$ cat config.mk
export PLATFORM = sky130hd
export DESIGN_NAME = actuator_register_map
export DESIGN_NICKNAME = d
export VERILOG_FILES = /design/src/actuator_map_pkg.sv /design/src/pin_sync.sv /design/src/nv_store.sv /design/src/actuator_register_map.sv
export SDC_FILE = /design/constraint.sdc
export NUM_CORES = 1
export LEC_CHECK = 0
export BUFFER_PORTS_ARGS = -buffer_cell sky130_fd_sc_hd__clkbuf_2
export CELL_PAD_IN_SITES_DETAIL_PLACEMENT = 1
export CELL_PAD_IN_SITES_GLOBAL_PLACEMENT = 2
export CORE_MARGIN = 3
export CORE_UTILIZATION = 37
export DETAILED_ROUTE_END_ITERATION = 10
export GPL_TIMING_DRIVEN = 0
export PLACE_DENSITY_LB_ADDON = 0.1
export SYNTH_ARGS = -nofsm -noshare
export SYNTH_HDL_FRONTEND = slang
export SYNTH_SLANG_ARGS = --single-unit
$ cat constraint.sdc
create_clock -name ref_clk_in -period 5.6 [get_ports ref_clk_in]
set_clock_uncertainty 0.1 [all_clocks]
set_input_delay 0.56 -clock ref_clk_in [delete_from_list [all_inputs] [get_ports ref_clk_in]]
set_output_delay 0.56 -clock ref_clk_in [all_outputs]
set_load 0.05 [all_outputs]
$ cat src/actuator_map_pkg.sv
// Constants for the actuator register table and its request handling.
// Assumes one 40 MHz clock and an already decoded request from the serial link.
package actuator_map_pkg;
  localparam logic [15:0] ADR_SETPOINT = 16'h0000;
  localparam logic [15:0] ADR_OVERRIDE = 16'h0001;
  localparam logic [15:0] ADR_COMMAND = 16'h0002;
  localparam logic [15:0] ADR_CATEGORY = 16'h0003;
  localparam logic [15:0] ADR_REL_POS = 16'h0004;
  localparam logic [15:0] ADR_ABS_POS = 16'h0005;
  localparam logic [15:0] ADR_REL_FLOW = 16'h0006;
  localparam logic [15:0] ADR_ABS_FLOW = 16'h0007;
  localparam logic [15:0] ADR_SENSOR = 16'h0008;
  localparam logic [15:0] ADR_SERIAL_ONE = 16'h0064;
  localparam logic [15:0] ADR_SERIAL_TWO = 16'h0065;
  localparam logic [15:0] ADR_SERIAL_FOUR = 16'h0066;
  localparam logic [15:0] ADR_FIRMWARE = 16'h0067;
  localparam logic [15:0] ADR_FAULT_INFO = 16'h0068;
  localparam logic [15:0] ADR_MIN_LIMIT = 16'h0069;
  localparam logic [15:0] ADR_MAX_LIMIT = 16'h006a;
  localparam logic [15:0] ADR_SENSOR_KIND = 16'h006b;
  localparam logic [15:0] ADR_BUS_FAIL = 16'h006c;
  localparam logic [7:0] FC_READ_BITS = 8'h02;
  localparam logic [7:0] FC_READ_HOLD = 8'h03;
  localparam logic [7:0] FC_READ_INPUT = 8'h04;
  localparam logic [7:0] FC_WRITE_ONE = 8'h06;
  localparam logic [7:0] EXC_FUNCTION = 8'h01;
  localparam logic [7:0] EXC_ADDRESS = 8'h02;
  localparam logic [7:0] EXC_VALUE = 8'h03;
  localparam logic [15:0] OVR_NONE = 16'h0000;
  localparam logic [15:0] OVR_OPEN = 16'h0001;
  localparam logic [15:0] OVR_CLOSE = 16'h0002;
  localparam logic [15:0] OVR_MIN = 16'h0003;
  localparam logic [15:0] OVR_MAX = 16'h0005;
  localparam logic [15:0] CMD_NONE = 16'h0000;
  localparam logic [15:0] CMD_LAST = 16'h0004;
  localparam logic [15:0] POS_OPEN = 16'h2710;
  localparam logic [15:0] POS_CLOSED = 16'h0000;
  localparam logic [15:0] NO_VALUE = 16'hffff;
  localparam logic [15:0] RST_SETPOINT = 16'h0000;
  localparam logic [15:0] RST_MIN_LIMIT = 16'h0000;
  localparam logic [15:0] RST_MAX_LIMIT = 16'h2710;
  localparam logic [15:0] RST_SENSOR_KIND = 16'h0000;
  localparam logic [15:0] RST_BUS_FAIL = 16'h0000;
  localparam logic [15:0] CATEGORY_VOLUME = 16'h0002;
  localparam int NV_WORDS = 4;
  localparam logic [1:0] NV_MIN = 2'h0;
  localparam logic [1:0] NV_MAX = 2'h1;
  localparam logic [1:0] NV_KIND = 2'h2;
  localparam logic [1:0] NV_FAIL = 2'h3;
  localparam logic [1:0] CLS_NONE = 2'h0;
  localparam logic [1:0] CLS_RO = 2'h1;
  localparam logic [1:0] CLS_RW = 2'h2;
  typedef enum logic [1:0] {
    HOME_TRAVEL = 2'b01,
    TRACK_TARGET = 2'b10
  } motion_state_e;
endpackage : actuator_map_pkg

$ cat src/pin_sync.sv
// Three-stage synchroniser for pins; output moves once stages two and three agree.
// Assumes pins are asynchronous to the clock.
`timescale 1ns/100ps
`default_nettype none
module pin_sync #(
  parameter int WIDTH = 1
) (
  input wire logic ref_clk_in,
  input wire logic arst_n_in,
  input wire logic [WIDTH-1:0] pin_in,
  output logic [WIDTH-1:0] level_out
);
  logic [WIDTH-1:0] stage_one_reg;
  logic [WIDTH-1:0] stage_two_reg;
  logic [WIDTH-1:0] stage_three_reg;
  logic [WIDTH-1:0] level_reg;
  logic [WIDTH-1:0] level_next;

  always_ff @(posedge ref_clk_in or negedge arst_n_in)
  begin
    if (!arst_n_in)
    begin
      stage_one_reg <= '0;
      stage_two_reg <= '0;
      stage_three_reg <= '0;
    end
    else
    begin
      stage_one_reg <= pin_in;
      stage_two_reg <= stage_one_reg;
      stage_three_reg <= stage_two_reg;
    end
  end

  // Hold the old level while the two late stages disagree
  always_comb
  begin
    level_next = (stage_two_reg & stage_three_reg) |
                 (level_reg & (stage_two_reg | stage_three_reg));
  end

  always_ff @(posedge ref_clk_in or negedge arst_n_in)
  begin
    if (!arst_n_in)
      level_reg <= '0;
    else
      level_reg <= level_next;
  end

  assign level_out = level_reg;
endmodule : pin_sync
`default_nettype wire

$ cat src/nv_store.sv
// Shadow of the non-volatile service entries with a commit port to the memory.
// Assumes the memory restores words over the load port after power-up.
`timescale 1ns/100ps
`default_nettype none
module nv_store (
  input wire logic ref_clk_in,
  input wire logic arst_n_in,
  input wire logic wr_in,
  input wire logic [1:0] wr_idx_in,
  input wire logic [15:0] wr_data_in,
  input wire logic load_in,
  input wire logic [1:0] load_idx_in,
  input wire logic [15:0] load_data_in,
  output logic [63:0] words_out,
  output logic nvm_wr_out,
  output logic [1:0] nvm_idx_out,
  output logic [15:0] nvm_data_out
);
  // Reset words are constants so the asynchronous reset loads no logic
  localparam logic [15:0] RESET_WORD [0:actuator_map_pkg::NV_WORDS-1] = '{
    actuator_map_pkg::RST_MIN_LIMIT,
    actuator_map_pkg::RST_MAX_LIMIT,
    actuator_map_pkg::RST_SENSOR_KIND,
    actuator_map_pkg::RST_BUS_FAIL
  };
  logic [15:0] mem_reg [0:actuator_map_pkg::NV_WORDS-1];

  genvar gi;
  generate
    for (gi = 0; gi < actuator_map_pkg::NV_WORDS; gi++)
    begin : g_word
      // A master write beats a restore of the same word
      always_ff @(posedge ref_clk_in or negedge arst_n_in)
      begin
        if (!arst_n_in)
          mem_reg[gi] <= RESET_WORD[gi];
        else if (wr_in && wr_idx_in == 2'(gi))
          mem_reg[gi] <= wr_data_in;
        else if (load_in && load_idx_in == 2'(gi))
          mem_reg[gi] <= load_data_in;
      end
      assign words_out[gi*16 +: 16] = mem_reg[gi];
    end
  endgenerate

  always_ff @(posedge ref_clk_in or negedge arst_n_in)
  begin
    if (!arst_n_in)
    begin
      nvm_wr_out <= 1'b0;
      nvm_idx_out <= 2'h0;
      nvm_data_out <= 16'h0000;
    end
    else
    begin
      nvm_wr_out <= wr_in;
      if (wr_in)
      begin
        nvm_idx_out <= wr_idx_in;
        nvm_data_out <= wr_data_in;
      end
    end
  end
endmodule : nv_store
`default_nettype wire

$ cat src/actuator_register_map.sv
// Register table, request answering, homing and target selection of the actuator.
// Assumes requests come already decoded from the serial link, one per valid cycle.
`timescale 1ns/100ps
`default_nettype none
module actuator_register_map #(
  parameter logic [15:0] SERIAL_ONE = 16'h1111, // Arbitrary value
  parameter logic [15:0] SERIAL_TWO = 16'h2222, // Arbitrary value
  parameter logic [15:0] SERIAL_FOUR = 16'h4444, // Arbitrary value
  parameter logic [15:0] FIRMWARE = 16'h0101 // Arbitrary value
) (
  input wire logic ref_clk_in,
  input wire logic arst_n_in,
  input wire logic req_valid_in,
  input wire logic [7:0] req_func_in,
  input wire logic [15:0] req_addr_in,
  input wire logic [15:0] req_wdata_in,
  output logic rsp_valid_out,
  output logic [15:0] rsp_data_out,
  output logic rsp_exc_out,
  output logic [7:0] rsp_exc_code_out,
  input wire logic [15:0] category_in,
  input wire logic [15:0] rel_pos_in,
  input wire logic [15:0] abs_pos_in,
  input wire logic [15:0] rel_flow_in,
  input wire logic [15:0] abs_flow_in,
  input wire logic [15:0] sensor_in,
  input wire logic [15:0] fault_info_in,
  input wire logic gear_release_in,
  input wire logic rotation_dir_in,
  input wire logic end_stop_in,
  input wire logic nvm_load_in,
  input wire logic [1:0] nvm_load_idx_in,
  input wire logic [15:0] nvm_load_data_in,
  output logic nvm_wr_out,
  output logic [1:0] nvm_idx_out,
  output logic [15:0] nvm_data_out,
  output logic homing_out,
  output logic home_cw_out,
  output logic [15:0] target_out,
  output logic cmd_start_out,
  output logic [15:0] cmd_code_out
);
  actuator_map_pkg::motion_state_e state_reg;
  actuator_map_pkg::motion_state_e state_next;
  logic [15:0] setpoint_reg;
  logic [15:0] override_reg;
  logic [15:0] cmd_reg;
  logic [63:0] nv_words;
  logic [2:0] pins;
  logic gear_sync;
  logic dir_sync;
  logic stop_sync;
  logic gear_prev_reg;
  logic gear_done;
  logic is_read;
  logic is_write;
  logic [1:0] cls;
  logic [15:0] read_word;
  logic bad_value;
  logic wr_ok;
  logic nv_wr;
  logic [1:0] nv_idx;
  logic launch;
  logic [15:0] target_next;

  // Unified table: one class per zero-based address
  function automatic logic [1:0] entry_class(input logic [15:0] adr);
    logic [1:0] c;
    c = actuator_map_pkg::CLS_NONE;
    if (adr <= actuator_map_pkg::ADR_COMMAND)
      c = actuator_map_pkg::CLS_RW;
    else if (adr <= actuator_map_pkg::ADR_SENSOR)
      c = actuator_map_pkg::CLS_RO;
    else if (adr >= actuator_map_pkg::ADR_SERIAL_ONE && adr <= actuator_map_pkg::ADR_FAULT_INFO)
      c = actuator_map_pkg::CLS_RO;
    else if (adr >= actuator_map_pkg::ADR_MIN_LIMIT && adr <= actuator_map_pkg::ADR_BUS_FAIL)
      c = actuator_map_pkg::CLS_RW;
    return c;
  endfunction : entry_class

  pin_sync #(
    .WIDTH(3)
  ) u_pins (
    .ref_clk_in(ref_clk_in),
    .arst_n_in(arst_n_in),
    .pin_in({end_stop_in, rotation_dir_in, gear_release_in}),
    .level_out(pins)
  );

  assign gear_sync = pins[0];
  assign dir_sync = pins[1];
  assign stop_sync = pins[2];

  // Function code decode; all three read codes reach the same table
  always_comb
  begin
    is_read = req_valid_in && (req_func_in == actuator_map_pkg::FC_READ_HOLD ||
              req_func_in == actuator_map_pkg::FC_READ_INPUT ||
              req_func_in == actuator_map_pkg::FC_READ_BITS);
    is_write = req_valid_in && req_func_in == actuator_map_pkg::FC_WRITE_ONE;
  end

  assign cls = entry_class(req_addr_in);

  // Out-of-range codes are refused before they reach the table
  always_comb
  begin
    bad_value = 1'b0;
    if (req_addr_in == actuator_map_pkg::ADR_COMMAND)
      bad_value = req_wdata_in > actuator_map_pkg::CMD_LAST;
    else if (req_addr_in == actuator_map_pkg::ADR_OVERRIDE)
      bad_value = req_wdata_in == 16'h0004 || req_wdata_in > actuator_map_pkg::OVR_MAX;
  end

  assign wr_ok = is_write && cls == actuator_map_pkg::CLS_RW && !bad_value;
  assign nv_wr = wr_ok && req_addr_in >= actuator_map_pkg::ADR_MIN_LIMIT;
  assign nv_idx = 2'(req_addr_in - actuator_map_pkg::ADR_MIN_LIMIT);

  // Read multiplexer over the whole table
  always_comb
  begin
    read_word = 16'h0000;
    unique case (req_addr_in)
      actuator_map_pkg::ADR_SETPOINT: read_word = setpoint_reg;
      actuator_map_pkg::ADR_OVERRIDE: read_word = override_reg;
      actuator_map_pkg::ADR_COMMAND: read_word = cmd_reg;
      actuator_map_pkg::ADR_CATEGORY: read_word = category_in;
      actuator_map_pkg::ADR_REL_POS: read_word = rel_pos_in;
      actuator_map_pkg::ADR_ABS_POS: read_word = abs_pos_in;
      actuator_map_pkg::ADR_REL_FLOW:
        read_word = category_in == actuator_map_pkg::CATEGORY_VOLUME ?
                    rel_flow_in : actuator_map_pkg::NO_VALUE;
      actuator_map_pkg::ADR_ABS_FLOW:
        read_word = category_in == actuator_map_pkg::CATEGORY_VOLUME ?
                    abs_flow_in : actuator_map_pkg::NO_VALUE;
      actuator_map_pkg::ADR_SENSOR: read_word = sensor_in;
      actuator_map_pkg::ADR_SERIAL_ONE: read_word = SERIAL_ONE;
      actuator_map_pkg::ADR_SERIAL_TWO: read_word = SERIAL_TWO;
      actuator_map_pkg::ADR_SERIAL_FOUR: read_word = SERIAL_FOUR;
      actuator_map_pkg::ADR_FIRMWARE: read_word = FIRMWARE;
      actuator_map_pkg::ADR_FAULT_INFO: read_word = fault_info_in;
      actuator_map_pkg::ADR_MIN_LIMIT: read_word = nv_words[15:0];
      actuator_map_pkg::ADR_MAX_LIMIT: read_word = nv_words[31:16];
      actuator_map_pkg::ADR_SENSOR_KIND: read_word = nv_words[47:32];
      actuator_map_pkg::ADR_BUS_FAIL: read_word = nv_words[63:48];
      default: read_word = 16'h0000;
    endcase
  end

  // Answer one cycle after the request
  always_ff @(posedge ref_clk_in or negedge arst_n_in)
  begin
    if (!arst_n_in)
    begin
      rsp_valid_out <= 1'b0;
      rsp_data_out <= 16'h0000;
      rsp_exc_out <= 1'b0;
      rsp_exc_code_out <= 8'h00;
    end
    else
    begin
      rsp_valid_out <= req_valid_in;
      rsp_exc_out <= 1'b0;
      rsp_exc_code_out <= 8'h00;
      if (req_valid_in)
      begin
        rsp_data_out <= is_write ? req_wdata_in : read_word;
        if (!is_read && !is_write)
        begin
          rsp_exc_out <= 1'b1;
          rsp_exc_code_out <= actuator_map_pkg::EXC_FUNCTION;
        end
        else if (cls == actuator_map_pkg::CLS_NONE)
        begin
          rsp_exc_out <= 1'b1;
          rsp_exc_code_out <= actuator_map_pkg::EXC_ADDRESS;
        end
        else if (is_write && !wr_ok)
        begin
          rsp_exc_out <= 1'b1;
          rsp_exc_code_out <= actuator_map_pkg::EXC_VALUE;
        end
      end
    end
  end

  // Volatile operating entries, back to defaults on every power-up
  always_ff @(posedge ref_clk_in or negedge arst_n_in)
  begin
    if (!arst_n_in)
    begin
      setpoint_reg <= actuator_map_pkg::RST_SETPOINT;
      override_reg <= actuator_map_pkg::OVR_NONE;
    end
    else if (wr_ok && req_addr_in == actuator_map_pkg::ADR_SETPOINT)
      setpoint_reg <= req_wdata_in;
    else if (wr_ok && req_addr_in == actuator_map_pkg::ADR_OVERRIDE)
      override_reg <= req_wdata_in;
  end

  // Command waits for homing to end, then starts and clears; a new write wins
  assign launch = cmd_reg != actuator_map_pkg::CMD_NONE &&
                  state_reg == actuator_map_pkg::TRACK_TARGET;

  always_ff @(posedge ref_clk_in or negedge arst_n_in)
  begin
    if (!arst_n_in)
      cmd_reg <= actuator_map_pkg::CMD_NONE;
    else if (wr_ok && req_addr_in == actuator_map_pkg::ADR_COMMAND)
      cmd_reg <= req_wdata_in;
    else if (launch)
      cmd_reg <= actuator_map_pkg::CMD_NONE;
  end

  always_ff @(posedge ref_clk_in or negedge arst_n_in)
  begin
    if (!arst_n_in)
    begin
      cmd_start_out <= 1'b0;
      cmd_code_out <= actuator_map_pkg::CMD_NONE;
    end
    else
    begin
      cmd_start_out <= launch;
      if (launch)
        cmd_code_out <= cmd_reg;
    end
  end

  nv_store u_nv (
    .ref_clk_in(ref_clk_in),
    .arst_n_in(arst_n_in),
    .wr_in(nv_wr),
    .wr_idx_in(nv_idx),
    .wr_data_in(req_wdata_in),
    .load_in(nvm_load_in),
    .load_idx_in(nvm_load_idx_in),
    .load_data_in(nvm_load_data_in),
    .words_out(nv_words),
    .nvm_wr_out(nvm_wr_out),
    .nvm_idx_out(nvm_idx_out),
    .nvm_data_out(nvm_data_out)
  );

  // Gear release is caught when the switch goes back
  always_ff @(posedge ref_clk_in or negedge arst_n_in)
  begin
    if (!arst_n_in)
      gear_prev_reg <= 1'b0;
    else
      gear_prev_reg <= gear_sync;
  end

  assign gear_done = gear_prev_reg && !gear_sync;

  always_comb
  begin
    state_next = state_reg;
    unique case (state_reg)
      actuator_map_pkg::HOME_TRAVEL:
        if (stop_sync && !gear_sync)
          state_next = actuator_map_pkg::TRACK_TARGET;
      actuator_map_pkg::TRACK_TARGET:
        if (gear_done)
          state_next = actuator_map_pkg::HOME_TRAVEL;
    endcase
  end

  always_ff @(posedge ref_clk_in or negedge arst_n_in)
  begin
    if (!arst_n_in)
      state_reg <= actuator_map_pkg::HOME_TRAVEL;
    else
      state_reg <= state_next;
  end

  assign homing_out = state_reg == actuator_map_pkg::HOME_TRAVEL;
  assign home_cw_out = dir_sync;

  // Target: override codes take the place of the setpoint
  always_comb
  begin
    target_next = setpoint_reg;
    unique case (override_reg)
      actuator_map_pkg::OVR_OPEN: target_next = actuator_map_pkg::POS_OPEN;
      actuator_map_pkg::OVR_CLOSE: target_next = actuator_map_pkg::POS_CLOSED;
      actuator_map_pkg::OVR_MIN: target_next = nv_words[15:0];
      actuator_map_pkg::OVR_MAX: target_next = nv_words[31:16];
      default: target_next = setpoint_reg;
    endcase
  end

  always_ff @(posedge ref_clk_in or negedge arst_n_in)
  begin
    if (!arst_n_in)
      target_out <= actuator_map_pkg::POS_CLOSED;
    else if (state_reg == actuator_map_pkg::TRACK_TARGET)
      target_out <= target_next;
  end
endmodule : actuator_register_map
`default_nettype wire

==> run summary <==
Period utilisation layout: 73.4%
Slowest CP cell: nor2_1
Unrepaired setup endpoints after global routing: false
Yosys warnings: 0
Die X-Extent: 177 um
Dpl cells: 1676
Mapped cell area: 0.0109 mm^2
Worst-Margin Slew: 1.24 ns
Cells along the critical path: buf_2, nor3b_1, nand4_1, nor2_1, clkbuf_1, a22oi_1, nand3_1, o22ai_1, a21oi_1
Yosys top cell by area: dfrtp_1
Post-Route WL: 52300 um
Hold Vio Cnt, Final: 0
FF+latch count, synth: 199
Clock buffer depth: 2
Root Buffer: clkbuf_16
Share of cells above drive strength 1: 37.2%
WHS Path Cells: 1
Design area: 0.0133 mm^2
Clock Sink Count: 199
Grt ovf: 0
Crit Path Class: in -> reg
Global Route Usage Sum: 33.0%
CP Data Required Time: 5.89 ns
Final hold slack: 0.107 ns
Reg-to-reg startpoint: override_reg[10]$_DFFE_PN0P_
Vias: 10330
Buf/Inv on CP: 2
Largest register FFs: 64
Die H: 177 um
Mapped Cells: 1046
Initial cell density of the core: 37.7%
CTS Buf Count: 17
Synth async-reset ratio: 100%
DRT antenna net count: 0
Layout area overhead: 22.0%
Post-DP HPWL: 40100 um
Largest net degree at the start of global routing: 87
Setup crit start kind: primary input
Antenna violations before repair: 1
Worst-skew pair later-pin latency: 0.46 ns
Core area: 0.0289 mm^2
Maximum VDD drop: 0.165 mV
Post-DR wirelength/cell: 30.6 um
Slack of the worst reg-to-reg path: 2.52 ns
First-pass GRT wire length: 74100 um
Syn avg cell area: 10.4 um^2
Outcome: completed
Finished Layout Cells: 1709
Crit path time final: 4.11 ns
Top FF cell, synth: dfrtp_1
EDFF count, synth: 0
Reg2Reg Capture Point: target_out[2]$_DFFE_PN0P_
CP top delay family: simple AND/OR/NAND/NOR gates
Pleak: 6.06 nW
Hold path start: rotation_dir_in
Worst-path fanout max: 10
Crit-path max cell delay: 1.09 ns
Max Cap Violations: 0
Hold Path Class: in -> reg
Post-synthesis sequential area ratio: 45.9%
Hold buffer count at cts: 1
Top cells by area, synth: dfrtp_1, mux2i_1, mux2_2
Setup ws final: 1.49 ns
Placement Cell Area: 0.0127 mm^2
Post-synth top area share: 44.4%
Row cnt: 62
Endpoint class of the critical path: flip-flop
P per Cell Area: 259 mW/mm^2
Relative slew slack: 16.9%
H-tree depth: 4
Vias in the first global route: 10419
Final nets: 1493
Setup crit start: req_addr_in[3]
DR vias/cell: 6.04
IO buf count: 236
DRC viols: 0
Initial detailed-routing violation count: 1135
Final setup viols: 0
Worst EP arrival: 4.40 ns
Max Clk Rate: 0.243 GHz
Worst Hold End: u_pins.stage_one_reg[1]$_DFF_PN0_
Final RePlAce weighted congestion: 0.956
1st-pass router iterations: 6
Worst reg2reg path depth: 6
Post-synth cell types: 67
Count of pins over their slew limit: 0
Placement Setup Slack: 0.865 ns
Worst-path clk slew: 0.08 ns
IO Count: 257
DIE AREA: 0.0315 mm^2
Post-CTS Repair Setup Buffers: 0
CTS tree: yes
Post-cts sizing count: 0
kinds of logic (layout without fill, tap and decap cells):
| logic type | Yosys count | after routing | share of synthesized area (%) |
|---|---|---|---|
| simple gates | 338 | 338 | 17.6 |
| compound gates | 282 | 282 | 19.4 |
| flops | 199 | 199 | 45.9 |
| mux | 120 | 120 | 11.7 |
| buf+inv | 99 | 372 | 4.72 |
| fa+ha+maj | 7 | 7 | 0.736 |
| other cells | 1 | 7 | 0.0345 |
layout make-up:
type | count | area [um^2]
antenna | 1 | 2.50
buffer | 90 | 479
clock buffer | 19 | 443
clock inverter | 12 | 136
fill | 3362 | 15600
inverter | 9 | 33.8
multi-input combinational | 753 | 5430
sequential | 199 | 4990
tap | 384 | 480
timing repair buffer | 242 | 1280
Yosys cell counts, drive strengths merged, types with 6 or more instances:
cell	n
a22oi	57
buf	36
a21oi	87
a22o	12
dfrtp	193
nand3	18
a222oi	20
clkbuf	54
dfstp	6
nor4	20
and4	7
mux2	54
nand4	13
and3	9
o22ai	14
and2	29
mux2i	66
nor2	110
inv	9
a221oi	12
nor2b	10
o21ai	49
nand2b	14
nor3	16
nand2	67
worst max path at each step:
stage,to,slack [ns],cells past startpoint
detailed placement,rsp_data_out[9]$_DFFE_PN0P_,0.87,11
CTS,rsp_data_out[9]$_DFFE_PN0P_,1.34,11
global placement,u_nv.nvm_wr_out$_DFF_PN0_,-0.33,1
floorplan,u_nv.words_out[35]$_DFFE_PN0P_,2.34,11
global route,rsp_data_out[7]$_DFFE_PN0P_,1.41,9
finish,rsp_data_out[7]$_DFFE_PN0P_,1.49,9
report_power, final:
part,switching (mW),internal (mW),total (mW)
Clock,0.640,0.641,1.28
Sequential,0.135,1.54,1.68
Combinational,0.296,0.180,0.476
Total,1.07,2.36,3.44
per-layer routing:
layer	vias up	part of all wire (%)	GRT usage, %
met2	545	46	52.5
met4	2	4.5	14.4
li1	4397	-	-
met3	107	8.2	6.93
met1	5279	41	43.6
met5	-	0.015	0
per-stage QoR:
step	power [mW]	utilization (%)	setup TNS, ns
3_3_place_gp	2.15	43.5	-61.04
6_report	3.44	46.0	0
5_1_grt	3.55	46.0	0
4_1_cts	3.44	45.9	0
3_5_place_dp	2.17	43.9	0
2_1_floorplan	1.88	-	0
cell usage in the layout (no fill, tap or decap), drive strengths merged, types with 13 or more instances in the layout:
cell type / Yosys / routed
a22oi: 57 / 57
o22ai: 14 / 14
nand2: 67 / 67
clkbuf: 54 / 309
dfrtp: 193 / 193
o21ai: 49 / 49
buf: 36 / 41
nand4: 13 / 13
mux2i: 66 / 66
nand2b: 14 / 14
a222oi: 20 / 20
nand3: 18 / 18
mux2: 54 / 54
nor3: 16 / 16
nor2: 110 / 110
and2: 29 / 29
a21oi: 87 / 87
inv: 9 / 15
nor4: 20 / 20
Note: power is estimated with default switching activity, not from simulation.
